===== config.mk =====
export PLATFORM = sky130hd
export DESIGN_NAME = fpa_flash_regs
export DESIGN_NICKNAME = d
export VERILOG_FILES = /design/src/fpa_pkg.sv /design/src/fpa_flash_regs.sv
export VERILOG_INCLUDE_DIRS = /design/src /design/src/src
export SDC_FILE = /design/constraint.sdc
export NUM_CORES = 1
export LEC_CHECK = 0
export ABC_AREA = 1
export ABC_CLOCK_PERIOD_IN_PS = 2850
export BUFFER_PORTS_ARGS = -buffer_cell sky130_fd_sc_hd__buf_2
export CORE_UTILIZATION = 50
export CTS_CLUSTER_SIZE = 10
export DETAILED_ROUTE_END_ITERATION = 7
export GPL_ROUTABILITY_DRIVEN = 0
export HOLD_SLACK_MARGIN = 0.12
export PLACE_DENSITY = 0.72
export SYNTH_ARGS = -nofsm -noshare
export SYNTH_HDL_FRONTEND = slang
export SYNTH_SLANG_ARGS = --single-unit

===== constraint.sdc =====
create_clock -name sys_clk -period 2.85 [get_ports sys_clk]
set_clock_uncertainty 0.2 [all_clocks]
set_input_delay 0.57 -clock sys_clk [delete_from_list [all_inputs] [get_ports sys_clk]]
set_output_delay 0.57 -clock sys_clk [all_outputs]
set_load 0.1 [all_outputs]

===== src/fpa_regs.svh =====
// Purpose: Offsets, field positions, codes and reset values of the flash
//          address, data and source registers and their control register.
// Assumes: Byte addresses on an 8-bit register port, one word per register.
// Notes:   Definitions only.
`ifndef FPA_REGS_SVH
`define FPA_REGS_SVH

// =====================================================================
// Register offsets
`define FPA_OFS_CTRL      8'h00
`define FPA_OFS_KEY       8'h10
`define FPA_OFS_TARGET    8'h20
`define FPA_OFS_DATA      8'h30
`define FPA_OFS_SRC       8'h40

// =====================================================================
// Control register fields
`define FPA_BIT_START     15
`define FPA_BIT_GATE      14
`define FPA_BIT_FAILED    13
`define FPA_OP_MSB        3
`define FPA_OP_LSB        0

// =====================================================================
// Operation select codes
`define FPA_OP_WORD       4'h1
`define FPA_OP_ROW        4'h3
`define FPA_OP_PAGE       4'h4
`define FPA_OP_ALL        4'h5

// =====================================================================
// Unlock key words, values are arbitrary
`define FPA_KEY_FIRST     32'h0000_A5A5
`define FPA_KEY_SECOND    32'h0000_5A5A

// =====================================================================
// Reset values
`define FPA_RST_WORD      32'h0000_0000
`define FPA_RST_OP        4'h0

`endif


===== src/fpa_pkg.sv =====
// Purpose: Types shared by the flash address and data register block.
// Assumes: One system clock.
// Notes:   Constants live in fpa_regs.svh.
package fpa_pkg;

  // ===================================================================
  // Sequencer states
  typedef enum logic [0:0] {ST_IDLE, ST_BUSY} fpa_state_type;

  // ===================================================================
  // Unlock progress
  typedef enum logic [1:0] {KEY_NONE, KEY_HALF, KEY_OPEN} fpa_key_type;

  // ===================================================================
  // Command towards the flash array
  typedef struct packed {
    logic        req;
    logic [3:0]  op;
    logic [31:0] addr;
    logic [31:0] wdata;
    logic [31:0] src;
  } fpa_cmd_type;

  // ===================================================================
  // Answer from the flash array
  typedef struct packed {
    logic done;
    logic fail;
    logic prot;
  } fpa_rsp_type;

  // ===================================================================
  // Whole state of the block
  typedef struct packed {
    fpa_state_type state;
    fpa_key_type   key;
    logic [3:0]    op_sel;
    logic          gate;
    logic          start;
    logic          failed;
    logic [31:0]   target;
    logic [31:0]   data;
    logic [31:0]   src;
    fpa_cmd_type   cmd;
    logic [31:0]   rdata;
  } fpa_core_type;

endpackage : fpa_pkg


===== src/fpa_flash_regs.sv =====
// Purpose: Target address, program data and row source registers with the
//          control and unlock logic that launches flash operations.
// Assumes: Flash array runs on sys_clk and answers with a one-cycle done.
// Notes:   Program data is cleared by por_b only.
`timescale 1ns/1ps
`default_nettype none
`include "fpa_regs.svh"

// How it works
// - Whole-array erase ignores the target address; zero is sent instead.
// - Page erase acts on the page named by the target address.
// - Row program acts on the row named by the target address.
// - Word program acts on the word named by the target address.
// - Target address is 32-bit read/write and clears to zero on reset.
// - Program data is a 32-bit read/write register holding flash data.
// - Program data clears on power-on reset only.
// - Source address is 32-bit read/write and clears to zero on reset.
// - Row program takes its data from the source address.
// - Operation codes 1 word, 3 row, 4 page, 5 all; protected skips.
// - Start launches the operation; hardware clears it on completion.
// - Start is writable only with launch gate set and unlock done.
// - Failure flag set on failed operation, clear on normal finish.
module fpa_flash_regs
  import fpa_pkg::*;
(
  // Clock and resets
  input  wire logic        sys_clk,
  input  wire logic        rst_b,
  input  wire logic        por_b,
  // Register port
  input  wire logic [7:0]  reg_addr,
  input  wire logic [31:0] reg_wdata,
  input  wire logic        reg_wr,
  input  wire logic        reg_rd,
  output logic      [31:0] reg_rdata,
  // Flash array
  output fpa_cmd_type      flash_cmd,
  input  wire fpa_rsp_type flash_rsp,
  output logic             busy
);

  fpa_core_type st_r;
  fpa_core_type st_nxt;
  logic         op_known;
  logic         launch;

  // ===================================================================
  // Next state.
  always_comb
  begin
    st_nxt         = st_r;
    st_nxt.cmd.req = 1'b0;
    op_known       = (st_r.op_sel == `FPA_OP_WORD) ||
                     (st_r.op_sel == `FPA_OP_ROW)  ||
                     (st_r.op_sel == `FPA_OP_PAGE) ||
                     (st_r.op_sel == `FPA_OP_ALL);
    launch         = reg_wr && (reg_addr == `FPA_OFS_CTRL) &&
                     reg_wdata[`FPA_BIT_START] && st_r.gate &&
                     (st_r.key == KEY_OPEN) &&
                     (st_r.state == ST_IDLE);

    // Read answer, one cycle after the strobe.
    if (reg_rd)
    begin
      if (reg_addr == `FPA_OFS_CTRL)
      begin
        st_nxt.rdata = 32'h0000_0000;
        st_nxt.rdata[`FPA_BIT_START]  = st_r.start;
        st_nxt.rdata[`FPA_BIT_GATE]   = st_r.gate;
        st_nxt.rdata[`FPA_BIT_FAILED] = st_r.failed;
        st_nxt.rdata[`FPA_OP_MSB:`FPA_OP_LSB] = st_r.op_sel;
      end
      else if (reg_addr == `FPA_OFS_TARGET)
        st_nxt.rdata = st_r.target;
      else if (reg_addr == `FPA_OFS_DATA)
        st_nxt.rdata = st_r.data;
      else if (reg_addr == `FPA_OFS_SRC)
        st_nxt.rdata = st_r.src;
      else
        st_nxt.rdata = 32'h0000_0000;
    end

    // Unlock sequence, any other write closes it again.
    if (reg_wr)
    begin
      if (reg_addr == `FPA_OFS_KEY && reg_wdata == `FPA_KEY_FIRST)
        st_nxt.key = KEY_HALF;
      else if (reg_addr == `FPA_OFS_KEY && reg_wdata == `FPA_KEY_SECOND &&
               st_r.key == KEY_HALF)
        st_nxt.key = KEY_OPEN;
      else
        st_nxt.key = KEY_NONE;
    end

    // Register writes.
    if (reg_wr)
    begin
      if (reg_addr == `FPA_OFS_CTRL)
      begin
        st_nxt.gate = reg_wdata[`FPA_BIT_GATE];
        if (!st_r.gate)
          st_nxt.op_sel = reg_wdata[`FPA_OP_MSB:`FPA_OP_LSB];
      end
      else if (reg_addr == `FPA_OFS_TARGET)
        st_nxt.target = reg_wdata;
      else if (reg_addr == `FPA_OFS_DATA)
        st_nxt.data = reg_wdata;
      else if (reg_addr == `FPA_OFS_SRC)
        st_nxt.src = reg_wdata;
    end

    // Sequencer.
    case (st_r.state)
      ST_IDLE:
      begin
        if (launch)
        begin
          st_nxt.cmd.op    = st_r.op_sel;
          st_nxt.cmd.wdata = st_r.data;
          st_nxt.cmd.src   = st_r.src;
          if (st_r.op_sel == `FPA_OP_ALL)
            st_nxt.cmd.addr = 32'h0000_0000;
          else
            st_nxt.cmd.addr = st_r.target;
          if (st_r.op_sel == 4'h0)
            st_nxt.failed = 1'b0;
          else if (op_known && !flash_rsp.prot)
          begin
            st_nxt.cmd.req = 1'b1;
            st_nxt.start   = 1'b1;
            st_nxt.state   = ST_BUSY;
          end
        end
      end
      ST_BUSY:
      begin
        if (flash_rsp.done)
        begin
          st_nxt.start  = 1'b0;
          st_nxt.failed = flash_rsp.fail;
          st_nxt.state  = ST_IDLE;
        end
      end
      default:
        st_nxt.state = ST_IDLE;
    endcase

    // Resets: program data survives all but power-on reset.
    if (!rst_b || !por_b)
    begin
      st_nxt        = '0;
      st_nxt.op_sel = `FPA_RST_OP;
      st_nxt.data   = por_b ? st_r.data : `FPA_RST_WORD;
    end
  end

  // ===================================================================
  // State register.
  always_ff @(posedge sys_clk)
  begin
    st_r <= st_nxt;
  end

  assign reg_rdata = st_r.rdata;
  assign flash_cmd = st_r.cmd;
  assign busy      = (st_r.state == ST_BUSY);
endmodule : fpa_flash_regs

`default_nettype wire


==> summary.md <==
| Metric | Value |
|---|---|
| Antenna violations before repair | 4 |
| Port buffer count | 181 |
| Gate Count Post-Synth | 1,349 |
| Clk buf depth | 3 |
| Number of post-CTS setup repair buffers | 0 |
| Hold_buf cts | 2 |
| Area grow syn2layout | 9.50% |
| Synth Net Count | 1,397 |
| Maximum vdd drop | 0.458 mV |
| H-tree depth | 1 |
| Die area | 0.0218 mm² |
| DR pass1 iterations | 5 |
| Setup TNS | 0 ns |
| Worst Setup End Kind | output port |
| Top post-synthesis cells by area | dfxtp_1 39%, buf_4 9.6%, nand2_1 9.4% |
| CTS buffer count | 28 |
| Synth Area per Inst | 7.88 µm² |
| Sw frac | 22.1% |
| Status | finished, final reports clean |
| Pwr Density | 596 mW/mm² |
| Slowest stage delay, CP | 0.46 ns |
| Root buffer cell | clkbuf_16 |
| Share of layout cells above drive strength 1 | 18.2% |
| Top post-synthesis cells by count | 265 x nand2_1, 207 x dfxtp_1, 150 x nand3_1, 136 x buf_4, 110 x a21oi_1 |
| Drt drc | 0 |
| Leakage | 0.00452 µW |
| Worst setup SP type | flip-flop |
| Synth Register Bits | 239 |
| Vias in the first global route | 8,350 |
| Synth top area share | 39.0% |
| Largest net degree at the start of global routing | 142 |
| Register area share after synthesis | 48.0% |
| Starting Density | 51.7% |
| Internal | 5400 µW |
| CTS resizes | 0 |
| Max-slew violations | 0 |
| Most common cell in the netlist | nand2_1 |
| Buf/Inv on CP | 1 |
| Share of the cycle needed by the critical path after routing | 76.2% |
| Combinational share of power | 3.6% |
| Fin. Hold Viols | 0 |
| Crit path kind | flip-flop to output port |
| Post-synth EDFFs | 32 |
| TritonCTS clock tree | yes |
| Sw Pwr | 1540 µW |
| Clock latency on the worst-skew pair | 0.53 ns |
| First-pass GRT wire length | 45,300 µm |
| Total GRT Usage | 26.1% |
| Finished Cell Area | 0.0116 mm² |
| Core ar. | 0.0206 mm² |
| Worst path slowest cell | buf_2 |
| RSZ-0062 raised after global routing | false |
| WL/cell | 17.4 µm |
| HPWL after DPL | 19,200 µm |
| Overflow after GRT | 0 |
| Number of vias per cell | 5.42 |
| Flop pwr share | 50.1% |
| Clock power share | 46.3% |
| Critical Path AT | 1.40 ns |
| Clock slew at reported path FFs | 0.06 ns |
| Class of the worst hold path | input port to flip-flop |
| Placed Area | 0.0108 mm² |
| Row count | 52 |
| Total Wirelength | 28,800 µm |
| Synth area leader | dfxtp_1 |
| Synth Flop Type | dfxtp_1 |
| Cell family with most CP delay | buffers and inverters |
| Worst Path Max Fanout | 2 |
| Min cycle time layout | 2.17 ns |
| Distinct cells, synth | 28 |
| Post-synth ARST share | 0% |
| Synth warn | 0 |
| FMAX | 0.461 GHz |
| # IOs | 182 |
| Max cap viols | 0 |
| Initial DRC count | 743 |
| # nets final | 1,417 |
| Via count | 8,958 |
| Synth Cell Area | 0.0106 mm² |
| Measured slew at the worst slew-check pin | 0.786 ns |
| Fillcell total | 1,960 |
| Post-route ant nets | 0 |
| # setup viols final | 0 |
| Slew HR | 47.6% |
| Critical Path RT | 2.08 ns |
| Die Y | 148 µm |
| Clock sinks | 239 |
| Crit-path cells | buf_2 |
| Chip Width | 148 µm |
path summary, 6_finish.rpt:
check                 from       endpoint  slack, ns  cells after the start
min          reg_wdata[29]      st_r[226]       0.14                      3
min reg2reg  flash_cmd[54]  flash_cmd[54]       0.25                      2
max          reg_rdata[30]  reg_rdata[30]       0.68                      1
max reg2reg           busy  flash_cmd[41]       0.77                      7
state kept, by name (all words and copies together), names as in the netlist:
signal     flops
reg_rdata     32
st_r         105
flash_cmd    101
busy           1
power by group through the flow:
stage / Clock [µW] / Combinational (µW) / Sequential (µW)
floorplan: 0 / 125 / 3530
global placement: 0 / 242 / 3550
detailed placement: 0 / 243 / 3550
CTS: 3250 / 247 / 3480
global route: 3370 / 269 / 3480
finish: 3210 / 250 / 3480
placed cells by master (no fill, tap or decap), types with 5 or more instances in the layout:
cell type	count
nand3_1	150
buf_12	5
buf_4	25
nand2_1	264
clkbuf_1	12
nand4_1	11
a21oi_1	110
dfxtp_1	207
edfxtp_1	32
o21ai_0	30
buf_2	181
clkbuf_16	29
nor3_1	25
o21ai_1	8
nor2_1	92
nor3b_1	16
inv_1	101
a211oi_1	68
routing by layer:
| metal | global-route usage [%] | vias to the layer above | wire, µm |
|---|---|---|---|
| met5 | 0 | - | 46 |
| met4 | 7.47 | 6 | 682 |
| met3 | 4.57 | 59 | 2070 |
| met2 | 43.2 | 348 | 13800 |
| met1 | 34.9 | 4179 | 12200 |
| li1 | - | 4366 | - |
through the flow:
step / total power (µW) / hold slack, ns / instances / utilization (%) / worst slack, ns
after floorplan: 3660 / 0.234 / 1349 / - / 0.136
after global placement: 3790 / 0.241 / 1607 / 52.6 / 0.487
after detailed placement: 3790 / 0.242 / 1607 / 52.6 / 0.415
after CTS: 6970 / 0.133 / 1653 / 56.6 / 0.654
after global routing: 7120 / 0.137 / 1654 / 56.6 / 0.656
final: 6940 / 0.144 / 1654 / 56.6 / 0.679
kinds of logic (layout without fill, tap and decap cells):
kind of cell	after synthesis	in the layout	share of synthesized area (%)
and+or+nand+nor	567	567	23.4
buffers and inverters	324	358	16.6
DFF	239	239	48.0
AOI/OAI and AO/OA	219	219	12.0
other	0	1	0
layout make-up:
cell class | instances | area, µm² | share of cell area, %
diodes | 1 | 2.50 | 0.0215
clock buffers | 43 | 798 | 6.86
clock inverters | 1 | 5.00 | 0.0430
inverters | 101 | 379 | 3.26
multi-input cells | 786 | 3790 | 32.6
flip-flops and latches | 239 | 5100 | 43.9
well taps | 270 | 338 | 2.90
repair buffers | 213 | 1210 | 10.4
No activity file was read; power rests on OpenSTA's default activity.
